--- src/drive_alarm_pkg.sv ---
/*
  Shared constants for the drive alarm monitor: register map, control
  field positions, alarm bit numbers, save sequencer states.
  Assumes a 32-bit classic Wishbone bus with byte addresses.
*/
package drive_alarm_pkg;

  // ----------------------------------------------------------------
  // Register map
  // ----------------------------------------------------------------
  localparam logic [7:0] CTRL_ADDR   = 8'h00;
  localparam logic [7:0] LEVEL_ADDR  = 8'h04;
  localparam logic [7:0] STILL_ADDR  = 8'h08;
  localparam logic [7:0] STATUS_ADDR = 8'h0c;
  localparam logic [7:0] FIRST_ADDR  = 8'h10;
  localparam logic [7:0] SAVES_ADDR  = 8'h14;

  // ----------------------------------------------------------------
  // Control fields and reset values
  // ----------------------------------------------------------------
  localparam int CTRL_SEL_AV    = 0;
  localparam int CTRL_SFB_INH   = 1;
  localparam int CTRL_TACH_SEL  = 2;
  localparam int CTRL_NET_EN    = 3;
  localparam int CTRL_FIELD_EN  = 4;
  localparam int CTRL_AUTOTUNE  = 5;
  localparam int CTRL_W         = 6;
  localparam logic [5:0]  CTRL_RST  = 6'h01;
  localparam logic [15:0] LEVEL_RST = 16'h0800;
  localparam logic [15:0] STILL_RST = 16'h0020;

  // ----------------------------------------------------------------
  // Alarm bits, one per alarm, numbered as the display list minus one
  // ----------------------------------------------------------------
  localparam int AL_SUPPLY   = 5;
  localparam int AL_SYNC     = 6;
  localparam int AL_TACH     = 7;
  localparam int AL_SPDFBK   = 8;
  localparam int AL_STACK    = 9;
  localparam int AL_CALCARD  = 10;
  localparam int AL_NETWORK  = 11;
  localparam int AL_AUTOTUNE = 12;
  localparam int AL_FIELD_OC = 13;
  localparam int AL_ARM_OV   = 14;
  localparam int AL_OVERSPD  = 15;
  localparam int AL_W        = 16;

  // ----------------------------------------------------------------
  // Lock range, supply frequency in centihertz; 110 percent limit
  // ----------------------------------------------------------------
  localparam logic [15:0] FREQ_MIN_CHZ = 16'd4500;
  localparam logic [15:0] FREQ_MAX_CHZ = 16'd6500;
  localparam logic [4:0]  OVER_NUM     = 5'd11;
  localparam logic [4:0]  OVER_DEN     = 5'd10;

  // ----------------------------------------------------------------
  // Status fields
  // ----------------------------------------------------------------
  localparam int ST_LATCHED  = 16;
  localparam int ST_HEALTH   = 17;
  localparam int ST_CONTACT  = 18;
  localparam int ST_LOCKED   = 19;
  localparam int ST_SAVING   = 20;

  typedef enum logic [1:0] {
    MENU_OFF = 2'b00,
    MENU_PROMPT = 2'b01,
    MENU_SAVING = 2'b10
  } menu_state_t;

endpackage : drive_alarm_pkg

--- src/drive_alarm_monitor.sv ---
/*
  Drive alarm monitor: evaluates alarm conditions on each control sample,
  latches the first failure into the health logic, drives the start
  contactor and firing enable, and sequences a background parameter save.
  Assumes measurement words and sample_i come from logic on clk_i; pins
  and keys are asynchronous; the memory writer answers with nvm_done_i.
*/
// Function
// - Supply loss alarms only while contactor energised
// - Reset with persisting fault re-trips contactor
// - Lock firing to 45..65 Hz supply automatically
// - Sync alarm when out of range or unlocked
// - Tach alarm on tach or fibre failure
// - Speed feedback versus armature voltage beyond level
// - Speed feedback alarm suppressed by AV or inhibit
// - Stack alarm when heatsink switch open
// - No restart while heatsink switch open
// - Cal card alarm on start if absent
// - Network alarm on traffic or interface failure
// - Autotune alarm if motor rotates
// - Field overcurrent above 110% when regulator on
// - Armature overvoltage above 110% of expected
// - Overspeed above 110% of expected
// - Raise saves, saving shown, prompt back, exit leaves
// - Save runs in background, drive unaffected
// - Unlimited repeated saves rewrite parameters
// - Latch first alarm only, clear on restart
// - Alarms shown always, latched only when energised
// - Tach and network alarms off when unselected
`timescale 1ns/1ps
module drive_alarm_monitor (
  input  wire logic        clk_i,
  input  wire logic        rst_i,
  // Wishbone slave
  input  wire logic        wb_cyc_i,
  input  wire logic        wb_stb_i,
  input  wire logic        wb_we_i,
  input  wire logic [7:0]  wb_adr_i,
  input  wire logic [3:0]  wb_sel_i,
  input  wire logic [31:0] wb_dat_i,
  output logic      [31:0] wb_dat_o,
  output logic             wb_ack_o,
  // Measurements, same clock
  input  wire logic        sample_i,
  input  wire logic [15:0] supply_freq_i,
  input  wire logic [15:0] speed_fbk_i,
  input  wire logic [15:0] speed_expected_i,
  input  wire logic [15:0] armature_voltage_i,
  input  wire logic [15:0] av_expected_i,
  input  wire logic [15:0] field_current_i,
  input  wire logic [15:0] field_cal_i,
  // Asynchronous pins
  input  wire logic        supply_ok_i,
  input  wire logic        sync_ok_i,
  input  wire logic        tach_ok_i,
  input  wire logic        fibre_ok_i,
  input  wire logic        stack_switch_open_i,
  input  wire logic        cal_card_in_i,
  input  wire logic        net_rx_ok_i,
  input  wire logic        net_if_ok_i,
  input  wire logic        contactor_fb_i,
  input  wire logic        start_i,
  input  wire logic        key_menu_i,
  input  wire logic        key_raise_i,
  input  wire logic        key_exit_i,
  // Memory writer, same clock
  input  wire logic        nvm_done_i,
  // Outputs
  output logic             nvm_start_o,
  output logic             save_prompt_o,
  output logic             saving_o,
  output logic             health_o,
  output logic             contactor_o,
  output logic             fire_en_o
);

  // ----------------------------------------------------------------
  // Pin synchronisers
  // ----------------------------------------------------------------
  localparam int NPIN = 13;
  logic [NPIN-1:0] pin_raw;
  logic [NPIN-1:0] pin_m_q;
  logic [NPIN-1:0] pin_q;
  logic [2:0]      key_d1_q;

  assign pin_raw = {key_exit_i, key_raise_i, key_menu_i, start_i,
                    contactor_fb_i, net_if_ok_i, net_rx_ok_i, cal_card_in_i,
                    stack_switch_open_i, fibre_ok_i, tach_ok_i, sync_ok_i,
                    supply_ok_i};

  always_ff @(posedge clk_i) begin
    if (rst_i) begin
      pin_m_q <= '0;
      pin_q   <= '0;
    end else begin
      pin_m_q <= pin_raw;
      pin_q   <= pin_m_q;
    end
  end

  wire s_supply_ok  = pin_q[0];
  wire s_sync_ok    = pin_q[1];
  wire s_tach_ok    = pin_q[2];
  wire s_fibre_ok   = pin_q[3];
  wire s_stack_open = pin_q[4];
  wire s_cal_in     = pin_q[5];
  wire s_net_rx_ok  = pin_q[6];
  wire s_net_if_ok  = pin_q[7];
  wire s_energised  = pin_q[8];
  wire s_start      = pin_q[9];
  wire [2:0] s_keys = pin_q[12:10];

  // ----------------------------------------------------------------
  // Helpers
  // ----------------------------------------------------------------
  function automatic logic over_110(input logic [15:0] meas,
                                    input logic [15:0] ref_v);
    logic [20:0] lhs;
    logic [20:0] rhs;
    lhs = 21'(meas) * 21'(drive_alarm_pkg::OVER_DEN);
    rhs = 21'(ref_v) * 21'(drive_alarm_pkg::OVER_NUM);
    return lhs > rhs;
  endfunction : over_110

  function automatic logic [15:0] abs_diff(input logic [15:0] a,
                                           input logic [15:0] b);
    return (a > b) ? a - b : b - a;
  endfunction : abs_diff

  // ----------------------------------------------------------------
  // Register file
  // ----------------------------------------------------------------
  logic [drive_alarm_pkg::CTRL_W-1:0] ctrl_q;
  logic [15:0] level_q;
  logic [15:0] still_q;
  logic [15:0] alarm_q;
  logic        latched_q;
  logic [3:0]  first_q;
  logic [15:0] saves_q;
  logic        start_q;
  logic        run_q;
  logic        cal_trip_q;
  logic        locked_q;
  drive_alarm_pkg::menu_state_t menu_q;

  wire bus_req  = wb_cyc_i & wb_stb_i & ~wb_ack_o;
  wire bus_wr   = bus_req & wb_we_i;
  wire wr_ctrl  = bus_wr & (wb_adr_i == drive_alarm_pkg::CTRL_ADDR) & wb_sel_i[0];
  wire wr_lvl_l = bus_wr & (wb_adr_i == drive_alarm_pkg::LEVEL_ADDR) & wb_sel_i[0];
  wire wr_lvl_h = bus_wr & (wb_adr_i == drive_alarm_pkg::LEVEL_ADDR) & wb_sel_i[1];
  wire wr_stl_l = bus_wr & (wb_adr_i == drive_alarm_pkg::STILL_ADDR) & wb_sel_i[0];
  wire wr_stl_h = bus_wr & (wb_adr_i == drive_alarm_pkg::STILL_ADDR) & wb_sel_i[1];

  logic [31:0] status_w;
  logic [31:0] rd_mux;
  assign status_w = {11'h000, menu_q == drive_alarm_pkg::MENU_SAVING, locked_q,
                     contactor_o, health_o, latched_q, alarm_q};

  always_comb begin
    unique case (wb_adr_i)
      drive_alarm_pkg::CTRL_ADDR:   rd_mux = {26'h0000000, ctrl_q};
      drive_alarm_pkg::LEVEL_ADDR:  rd_mux = {16'h0000, level_q};
      drive_alarm_pkg::STILL_ADDR:  rd_mux = {16'h0000, still_q};
      drive_alarm_pkg::STATUS_ADDR: rd_mux = status_w;
      drive_alarm_pkg::FIRST_ADDR:  rd_mux = {27'h0000000, latched_q, first_q};
      drive_alarm_pkg::SAVES_ADDR:  rd_mux = {16'h0000, saves_q};
      default:                      rd_mux = 32'h00000000;
    endcase
  end

  always_ff @(posedge clk_i) begin
    if (rst_i) begin
      wb_ack_o <= 1'b0;
      wb_dat_o <= 32'h00000000;
      ctrl_q   <= drive_alarm_pkg::CTRL_RST;
      level_q  <= drive_alarm_pkg::LEVEL_RST;
      still_q  <= drive_alarm_pkg::STILL_RST;
    end else begin
      wb_ack_o <= bus_req;
      wb_dat_o <= bus_req ? rd_mux : 32'h00000000;
      if (wr_ctrl)  ctrl_q        <= wb_dat_i[drive_alarm_pkg::CTRL_W-1:0];
      if (wr_lvl_l) level_q[7:0]  <= wb_dat_i[7:0];
      if (wr_lvl_h) level_q[15:8] <= wb_dat_i[15:8];
      if (wr_stl_l) still_q[7:0]  <= wb_dat_i[7:0];
      if (wr_stl_h) still_q[15:8] <= wb_dat_i[15:8];
    end
  end

  // ----------------------------------------------------------------
  // Alarm evaluation
  // ----------------------------------------------------------------
  wire sel_av   = ctrl_q[drive_alarm_pkg::CTRL_SEL_AV];
  wire sfb_inh  = ctrl_q[drive_alarm_pkg::CTRL_SFB_INH];
  wire tach_sel = ctrl_q[drive_alarm_pkg::CTRL_TACH_SEL];
  wire net_en   = ctrl_q[drive_alarm_pkg::CTRL_NET_EN];
  wire field_en = ctrl_q[drive_alarm_pkg::CTRL_FIELD_EN];
  wire tune_run = ctrl_q[drive_alarm_pkg::CTRL_AUTOTUNE];

  wire freq_ok  = (supply_freq_i >= drive_alarm_pkg::FREQ_MIN_CHZ) &&
                  (supply_freq_i <= drive_alarm_pkg::FREQ_MAX_CHZ);
  wire start_rise = s_start & ~start_q;

  logic [15:0] alarm_d;
  always_comb begin
    alarm_d = alarm_q;
    if (sample_i) begin
      alarm_d = 16'h0000;
      alarm_d[drive_alarm_pkg::AL_SUPPLY]   = s_energised & ~s_supply_ok;
      alarm_d[drive_alarm_pkg::AL_SYNC]     = ~(freq_ok & s_sync_ok);
      alarm_d[drive_alarm_pkg::AL_TACH]     = tach_sel & ~(s_tach_ok & s_fibre_ok);
      alarm_d[drive_alarm_pkg::AL_SPDFBK]   = ~sel_av & ~sfb_inh &
          (abs_diff(speed_fbk_i, armature_voltage_i) > level_q);
      alarm_d[drive_alarm_pkg::AL_STACK]    = s_stack_open;
      alarm_d[drive_alarm_pkg::AL_CALCARD]  = cal_trip_q;
      alarm_d[drive_alarm_pkg::AL_NETWORK]  = net_en & ~(s_net_rx_ok & s_net_if_ok);
      alarm_d[drive_alarm_pkg::AL_AUTOTUNE] = tune_run & (speed_fbk_i > still_q);
      alarm_d[drive_alarm_pkg::AL_FIELD_OC] = field_en & over_110(field_current_i, field_cal_i);
      alarm_d[drive_alarm_pkg::AL_ARM_OV]   = over_110(armature_voltage_i, av_expected_i);
      alarm_d[drive_alarm_pkg::AL_OVERSPD]  = over_110(speed_fbk_i, speed_expected_i);
    end
  end

  // Lowest numbered active alarm wins when two arrive together
  logic [3:0] first_d;
  always_comb begin
    first_d = 4'h0;
    for (int i = drive_alarm_pkg::AL_W - 1; i >= 0; i--) begin
      if (alarm_q[i]) begin
        first_d = 4'(i);
      end
    end
  end

  wire trip = s_energised & (|alarm_q) & ~latched_q;

  always_ff @(posedge clk_i) begin
    if (rst_i) begin
      alarm_q    <= 16'h0000;
      start_q    <= 1'b0;
      cal_trip_q <= 1'b0;
      latched_q  <= 1'b0;
      first_q    <= 4'h0;
      locked_q   <= 1'b0;
    end else begin
      alarm_q  <= alarm_d;
      start_q  <= s_start;
      locked_q <= freq_ok & s_sync_ok;
      if (start_rise) begin
        cal_trip_q <= ~s_cal_in;
      end else if (~s_start) begin
        cal_trip_q <= 1'b0;
      end
      // A trip in the restart cycle must not be lost
      if (trip) begin
        latched_q <= 1'b1;
        first_q   <= first_d;
      end else if (start_rise) begin
        latched_q <= 1'b0;
      end
    end
  end

  // ----------------------------------------------------------------
  // Health and contactor
  // ----------------------------------------------------------------
  wire run_d = start_rise ? ~s_stack_open : (run_q & s_start);

  always_ff @(posedge clk_i) begin
    if (rst_i) begin
      run_q       <= 1'b0;
      health_o    <= 1'b1;
      contactor_o <= 1'b0;
      fire_en_o   <= 1'b0;
    end else begin
      run_q       <= run_d;
      health_o    <= ~(latched_q | trip);
      contactor_o <= run_d & ~latched_q & ~trip & ~start_rise | run_d & start_rise;
      fire_en_o   <= contactor_o & locked_q & ~latched_q & ~trip;
    end
  end

  // ----------------------------------------------------------------
  // Parameter save sequencer
  // ----------------------------------------------------------------
  wire [2:0] key_rise = s_keys & ~key_d1_q;
  drive_alarm_pkg::menu_state_t menu_d;

  always_comb begin
    menu_d = menu_q;
    unique case (menu_q)
      drive_alarm_pkg::MENU_OFF: begin
        if (key_rise[0]) menu_d = drive_alarm_pkg::MENU_PROMPT;
      end
      drive_alarm_pkg::MENU_PROMPT: begin
        if (key_rise[2]) begin
          menu_d = drive_alarm_pkg::MENU_OFF;
        end else if (key_rise[1]) begin
          menu_d = drive_alarm_pkg::MENU_SAVING;
        end
      end
      drive_alarm_pkg::MENU_SAVING: begin
        if (nvm_done_i) menu_d = drive_alarm_pkg::MENU_PROMPT;
      end
      default: menu_d = drive_alarm_pkg::MENU_OFF;
    endcase
  end

  wire save_go = (menu_q == drive_alarm_pkg::MENU_PROMPT) &
                 (menu_d == drive_alarm_pkg::MENU_SAVING);

  // Save path touches no drive control state
  always_ff @(posedge clk_i) begin
    if (rst_i) begin
      menu_q        <= drive_alarm_pkg::MENU_OFF;
      key_d1_q      <= 3'h0;
      nvm_start_o   <= 1'b0;
      save_prompt_o <= 1'b0;
      saving_o      <= 1'b0;
      saves_q       <= 16'h0000;
    end else begin
      menu_q        <= menu_d;
      key_d1_q      <= s_keys;
      nvm_start_o   <= save_go;
      save_prompt_o <= menu_d == drive_alarm_pkg::MENU_PROMPT;
      saving_o      <= menu_d == drive_alarm_pkg::MENU_SAVING;
      if (save_go) saves_q <= saves_q + 16'h0001;
    end
  end

endmodule : drive_alarm_monitor

--- config.mk ---
export PLATFORM = sky130hd
export DESIGN_NAME = drive_alarm_monitor
export DESIGN_NICKNAME = d
export VERILOG_FILES = /design/src/drive_alarm_pkg.sv /design/src/drive_alarm_monitor.sv
export SDC_FILE = /design/constraint.sdc
export NUM_CORES = 1
export LEC_CHECK = 0
export ABC_AREA = 1
export BUFFER_PORTS_ARGS = -buffer_cell sky130_fd_sc_hd__clkbuf_2
export CORE_MARGIN = 3
export CORE_UTILIZATION = 40
export DETAILED_ROUTE_END_ITERATION = 10
export GPL_TIMING_DRIVEN = 1
export PLACE_DENSITY = 0.65
export SETUP_SLACK_MARGIN = 0.15
export SYNTH_ARGS = -nofsm -noshare
export SYNTH_HDL_FRONTEND = slang
export SYNTH_SLANG_ARGS = --single-unit
--- constraint.sdc ---
create_clock -name clk_i -period 4.19 [get_ports clk_i]
set_input_delay 0.6285 -clock clk_i [delete_from_list [all_inputs] [get_ports clk_i]]
set_output_delay 0.6285 -clock clk_i [all_outputs]
set_load 0.02 [all_outputs]
==> results of run 1 <==
## state kept, by name, summed over array words and instances, names as in the netlist, 2 cells and up
signal    flops
menu_q        2
level_q      16
alarm_q      11
ctrl_q        6
wb_dat_o     21
pin_q        13
key_d1_q      3
saves_q      16
first_q       4
pin_m_q      13
still_q      16
## through the flow
step	total power [mW]	cell area [um^2]	hold slack (ns)
after CTS	5.982	18930	0.3967
after floorplan	3.782	16990	0.3883
after detailed placement	4.547	18370	0.3952
after global routing	6.567	18930	0.4078
after global placement	4.457	18370	0.3924
final	5.941	18940	0.3991
## layer usage
metal  vias to the layer above  wire (um)
met5                         -         46
met3                        48       2522
met4                         8        702
met2                       369      21500
li1                       8600          -
met1                      7491      21150
## worst max-delay path: stages
cell and delay [ns]:
clkbuf_2 0.13, ha_1 0.28, inv_1 0.05, fa_1 0.50
inv_1 0.04, ha_1 0.35, a21oi_1 0.21, nand2_1 0.12
nand2_1 0.08, nand3_1 0.14, nand3_1 0.13, nand2_1 0.06
nand2_1 0.06, nand2_1 0.05, ha_1 0.29, nand2_1 0.05
nor2_1 0.14, nand2_1 0.12, nor2_1 0.15, nand4_1 0.12
nand2_1 0.18, a21oi_1 0.08
## power by group through the flow
| stage | clock (mW) | combinational, mW | sequential (mW) |
|---|---|---|---|
| 6_report | 1.42 | 3.21 | 1.31 |
| 5_1_grt | 1.50 | 3.76 | 1.31 |
| 4_1_cts | 1.44 | 3.24 | 1.31 |
| 3_5_place_dp | 0 | 3.21 | 1.33 |
| 3_3_place_gp | 0 | 3.12 | 1.33 |
| 2_1_floorplan | 0 | 2.45 | 1.33 |
## final cells by class
class                   count  area share, %
inverters                 531          10.55
diodes                      5        0.06605
clock buffers              24          2.543
well taps                 532          3.514
flip-flops and latches    133          14.06
repair buffers            190          5.086
multi-input cells        1892          63.79
clock inverters             5         0.3963
## Yosys cell counts, types with 4 or more instances
master / number / area, um^2
nand3_1: 145 / 725.7
nor4_1: 4 / 25.02
nand4_1: 22 / 137.6
nand2_1: 584 / 2192
o21bai_1: 5 / 37.54
buf_4: 11 / 82.58
buf_2: 9 / 45.04
a31oi_1: 5 / 31.28
o211ai_1: 7 / 52.55
inv_2: 6 / 22.52
nor2_1: 216 / 810.8
clkbuf_1: 21 / 78.83
dfxtp_1: 133 / 2663
xnor2_1: 47 / 411.6
nand3b_1: 13 / 97.59
xor2_1: 46 / 402.9
o21ai_0: 101 / 505.5
inv_1: 524 / 1967
fa_1: 44 / 880.8
ha_1: 310 / 3879
nand2_2: 13 / 81.33
o22ai_1: 25 / 156.4
o31ai_1: 7 / 52.55
a21oi_1: 218 / 1091
nor3_1: 35 / 175.2
a21o_1: 13 / 97.59
## kinds of logic after synthesis
logic type      after synthesis
simple gates               1046
buf+inv                     575
compound gates              388
fa+ha+maj                   354
flops                       133
xor+xnor                     93
other cells                   1
## path summary, 6_finish.rpt
kind	slack (ns)	depth (start not counted)	startpoint	to
setup / recovery	0.51	22	speed_expected_i[4]	alarm_q[15]$_SDFFE_PP0P_
hold / removal	0.40	2	pin_m_q[11]$_SDFF_PP0_	pin_q[11]$_SDFF_PP0_
setup reg to reg	2.22	9	menu_q[0]$_SDFF_PP0_	saves_q[8]$_SDFFE_PP0P_
hold reg to reg	0.40	2	pin_m_q[11]$_SDFF_PP0_	pin_q[11]$_SDFF_PP0_
==> impl_results.md, run 1 <==
- Largest net degree at the start of global routing: 56
- DR vias/cell: 4.987
- TritonCTS Buffers: 17
- Area occupied by multi-input gates: 0.01208 mm^2
- RSZ-0062 raised after global routing: no
- Critical Path Source Type: input port
- CTS root buf: clkbuf_16
- Status: complete, no violations
- Worst Tran Pin Value: 0.8021 ns
- Clk slew on worst S/H paths: 0.06 ns
- Layout fillers: 4315
- Post-synthesis xor/xnor area fraction: 4.806%
- P_sw: 2.480 mW
- Post-layout min period: 3.679 ns
- P_int: 3.461 mW
- Comb pwr share: 54.1%
- Adder-cell area share of the yosys netlist: 28.08%
- Seq. cell area: 0.002663 mm^2
- Nets: 3295
- Drc violations: 0
- Setup TNS: 0 ns
- Post-synthesis sequential area ratio: 15.71%
- Synth warn: 0
- Sequential power share: 22.0%
- Initial antenna violation count: 7
- Hold Buf Count CTS: 0
- I/O pins: 215
- Clk buf depth: 2
- H-tree depth: 4
- Post-synthesis mux area share: 0%
- Post-synthesis area per instance: 6.543 um^2
- Switching part of the total: 41.74%
- Util after Layout: 45.87%
- Hold Crit Class: reg2reg
- Maximum vdd drop: 0.2397 mV
- Slew headroom: 46.38%
- Final setup vio count: 0
- Ys flop type: dfxtp_1
- Main combinational cell family by area after synthesis: adder cells
- Synth Register Bits: 133
- Crit path required time: 4.48 ns
- Final Max Slew Viols: 0
- Port Buffers: 185
- CP max FO: 5
- Vias in the first global route: 15720
- Post-synthesis cell type count: 46
- Compound-Gate Fraction of Synth Area: 12.27%
- Post-synth EDFFs: 0
- Fmax achieved: 271.8 MHz
- Placement Setup Slack: 0.08750 ns
- Max-Cap Viols: 0
- Clk pwr share: 23.9%
- RD Place Congestion: 0.9139
- Met3 Resource Use GR: 3.275%
- Final hold vios: 0
- Clock skew: 0.01030 ns
- Most Used Layer, Global Route: met2
- Global Route met1 Usage: 26.39%
- Full die area: 0.04487 mm^2
- Post-route insts no fill: 3312
- Fin crit share: 87.80%
- Async SR Flop Fraction: 0%
- Routed wire per std cell: 13.87 um
- All-Layer GR Usage: 20.15%
- Starting Density: 41.04%
- Most frequent cells in the layout: nand2_1, inv_1, ha_1
- Die Y: 211.8 um
- Post-CTS Resized: 0
- Setup crit end kind: flop
- Floorplan row count: 74
- Overflow after GRT: 0
- Post-Route WL: 45930 um
- Placed cell count: 3278
- Leak Pwr: 10.47 nW
- HPWL after detailed placement: 39670 um
- First-pass GRT wire length: 74550 um
- Syn-to-layout area delta: 11.77%
- DIE WIDTH: 211.8 um
- Share of post-route cells with drive strength above 1: 8.901%
- Final worst slack: 0.5112 ns
- Core ar.: 0.04129 mm^2
- Final ANT Viol Nets: 0
- Crit path kind: in2reg
- Pre-antenna DRT Iters: 5
- Number of buffers added for setup after CTS: 0
- Met2 usage: 35.18%
- CTS tree: built
- Vias: 16520
- DR iter-0 viols: 986
- Cell Area, Synth: 0.01695 mm^2
- Cells after synthesis: 2590
- Simple logic cell fraction of the synthesized area: 25.89%
- Clock latency at the later pin of the worst-skew pair: 0.41 ns
- # clock sinks: 133
- Crit path arrival time: 3.97 ns
- Pwr/cell area: 313.7 mW/mm^2
- Leading cell type in the layout, fill and taps excluded: nand2_1
Power figures use the tool's default switching activity.
==> run 2: changes to the inputs <==
--- a/config.mk
+++ b/config.mk
@@ -5,7 +5,6 @@
 export SDC_FILE = /design/constraint.sdc
 export NUM_CORES = 1
 export LEC_CHECK = 0
-export ABC_AREA = 1
 export BUFFER_PORTS_ARGS = -buffer_cell sky130_fd_sc_hd__clkbuf_2
 export CORE_MARGIN = 3
 export CORE_UTILIZATION = 40
@@ -13,6 +12,7 @@
 export GPL_TIMING_DRIVEN = 1
 export PLACE_DENSITY = 0.65
 export SETUP_SLACK_MARGIN = 0.15
+export SKIP_CTS_REPAIR_TIMING = 1
 export SYNTH_ARGS = -nofsm -noshare
 export SYNTH_HDL_FRONTEND = slang
 export SYNTH_SLANG_ARGS = --single-unit
==> impl_results.md, run 2 <==
- Status: complete, no violations
- RD Place Congestion: 0.8935
- DR iter-0 viols: 760
- Final ANT Viol Nets: 0
- CTS tree: built
- Total power: 6.334 mW
- Share of post-route cells with drive strength above 1: 23.09%
- Clock latency at the later pin of the worst-skew pair: 0.42 ns
- Post-synthesis cell type count: 80
- Floorplan row count: 71
- Vias: 14160
- Crit path arrival time: 4.51 ns
- Cell Area, Synth: 0.01542 mm^2
- Initial antenna violation count: 2
- Syn-to-layout area delta: 25.39%
- Most frequent cells in the layout: ha_1, inv_1, buf_4
- Hold Crit Endpoint: locked_q$_SDFF_PP0_
- Critical Path Source Type: input port
- Reg2reg path depth: 3
- Layout fillers: 3614
- Maximum vdd drop: 0.2794 mV
- Fin crit share: 99.12%
- HPWL after detailed placement: 34990 um
- # clock sinks: 133
- Crit path kind: in2reg
- First-pass GRT wire length: 66630 um
- Hold Crit Class: in2reg
- Nets: 2756
- Hold path startpoint: supply_freq_i[14]
- Post-synth top area share: 25.16%
- DR vias/cell: 5.146
- Most flop-heavy register: wb_dat_o
- Top cells by area, synth: ha_1, dfxtp_1, inv_1
- Post-synthesis cell type with the largest combined area: ha_1
- Overflow after GRT: 0
- Clk buf depth: 2
- Post-Route WL: 41240 um
- Cells after synthesis: 1857
- RSZ-0062 raised after global routing: yes
- Final Max Slew Viols: 0
- Most frequent cell after synthesis: ha_1
- I/O pins: 215
- Synth Register Bits: 133
- Max-Cap Viols: 0
- Synth warn: 0
- Vias in the first global route: 14100
- Fmax achieved: 240.8 MHz
- Hold WS: 0.3883 ns
- Hold depth: 2
- Post-synthesis area per instance: 8.302 um^2
- CP max FO: 3
- Largest net degree at the start of global routing: 86
- Routed wire per std cell: 14.99 um
- Placement Setup Slack: -0.6049 ns
- FF-to-FF End: wb_dat_o[1]$_SDFF_PP0_
- Leading cell type in the layout, fill and taps excluded: ha_1
- Reg-to-reg startpoint: wb_ack_o$_SDFF_PP0_
- Die Y: 202.3 um
- DIE WIDTH: 202.3 um
- Final setup vio count: 0
- Full die area: 0.04094 mm^2
- Clk slew on worst S/H paths: 0.06 ns
- Clock skew: 0.007089 ns
- Drc violations: 0
- Flop2flop setup slack: 1.86 ns
- Slew headroom: 42.16%
- Core ar.: 0.03784 mm^2
- Starting Density: 40.74%
- Ys flop type: dfxtp_1
- Setup TNS: 0 ns
- Setup crit end kind: flop
- Post-synthesis sequential area ratio: 17.27%
- Crit path required time: 4.55 ns
- H-tree depth: 4
- Final hold vios: 0
- Async SR Flop Fraction: 0%
- Post-synth EDFFs: 0
- All-Layer GR Usage: 19.52%
- Pre-antenna DRT Iters: 6
- Post-layout min period: 4.153 ns
- Final worst slack: 0.03687 ns
- Port Buffers: 185
- Max reg flops: 21
- Pwr/cell area: 327.6 mW/mm^2
- TritonCTS Buffers: 17
- Commonest cells in the netlist: ha_1, inv_1, nor2_1
- Worst Tran Pin Value: 0.8676 ns
- Leak Pwr: 9.603 nW
- CTS root buf: clkbuf_16
## run 2: cell types whose count changed after synthesis, sizes merged, moves of 34 or more
cell,change
nand2,-518
inv,-259
nand3,-125
a21oi,-74
nor2,-73
nor2b,+49
a21o,+47
mux2i,+46
o21a,+34
## run 2: worst max path at each step
stage / startpoint / end / slack [ns] / depth (start not counted)
2_1_floorplan: speed_expected_i[6] / alarm_q[15]$_SDFFE_PP0P_ / -0.06 / 19
3_3_place_gp: speed_expected_i[7] / alarm_q[15]$_SDFFE_PP0P_ / -0.52 / 20
3_5_place_dp: speed_expected_i[7] / alarm_q[15]$_SDFFE_PP0P_ / -0.60 / 20
4_1_cts: speed_expected_i[7] / alarm_q[15]$_SDFFE_PP0P_ / -0.17 / 20
5_1_grt: speed_expected_i[3] / alarm_q[15]$_SDFFE_PP0P_ / -0.18 / 21
6_report: speed_expected_i[7] / alarm_q[15]$_SDFFE_PP0P_ / 0.04 / 22
## run 2: power breakdown
group | switching (mW) | internal, mW
Clock | 0.567 | 0.969
Sequential | 0.0212 | 1.29
Combinational | 1.75 | 1.73
## run 2: cell families (layout without fill, tap and decap cells)
logic type | count (synthesis) | in the layout | share of synthesized area [%]
AO/OA/AOI/OAI | 459 | 459 | 19.74
AND/OR/NAND/NOR | 432 | 432 | 14.16
adder cells (fa/ha/maj) | 354 | 354 | 30.87
buffers and inverters | 326 | 698 | 8.911
flip-flops | 133 | 133 | 17.27
XOR/XNOR | 105 | 105 | 5.965
multiplexers | 47 | 47 | 3.060
other | 1 | 12 | 0.02432
## run 2: worst max-delay path: stages
cell       delay (ns)
buf_2            0.13
ha_4             0.25
inv_1            0.04
fa_1             0.49
inv_2            0.05
ha_4             0.23
a21o_1           0.21
a2111oi_4        0.33
o31ai_2          0.11
buf_4            0.15
a31oi_1          0.18
o21bai_1         0.09
xnor2_1          0.13
ha_1             0.29
nand4_1          0.15
nor2_2           0.19
nand4_1          0.17
buf_4            0.17
o22a_1           0.18
nand3_2          0.09
o211ai_1         0.10
a21oi_1          0.16
## run 2: cell type report
| cell class | count | area (um^2) | share of cell area (%) |
|---|---|---|---|
| antenna | 1 | 2.502 | 0.01294 |
| clock buffer | 21 | 460.4 | 2.382 |
| clock inverter | 11 | 150.1 | 0.7766 |
| inverter | 272 | 1021 | 5.281 |
| multi-input combinational | 1408 | 11850 | 61.28 |
| sequential | 133 | 2663 | 13.77 |
| tap | 511 | 639.4 | 3.307 |
| timing repair buffer | 394 | 2549 | 13.18 |
## run 2: layer usage
metal	up-vias	part of all wire, %	track usage [%]
li1	7211	-	-
met1	6588	46	25.57
met2	302	47	33.56
met3	54	5.5	3.865
met4	2	1.7	3.836
met5	-	0.032	0
## run 2: through the flow
stage	utilization, %	cell area [um^2]	std cells
3_5_place_dp	48.66	18420	2707
5_1_grt	51.08	19330	2750
3_3_place_gp	48.66	18420	2707
2_1_floorplan	-	15700	1867
4_1_cts	50.28	19030	2739
6_report	51.08	19330	2751
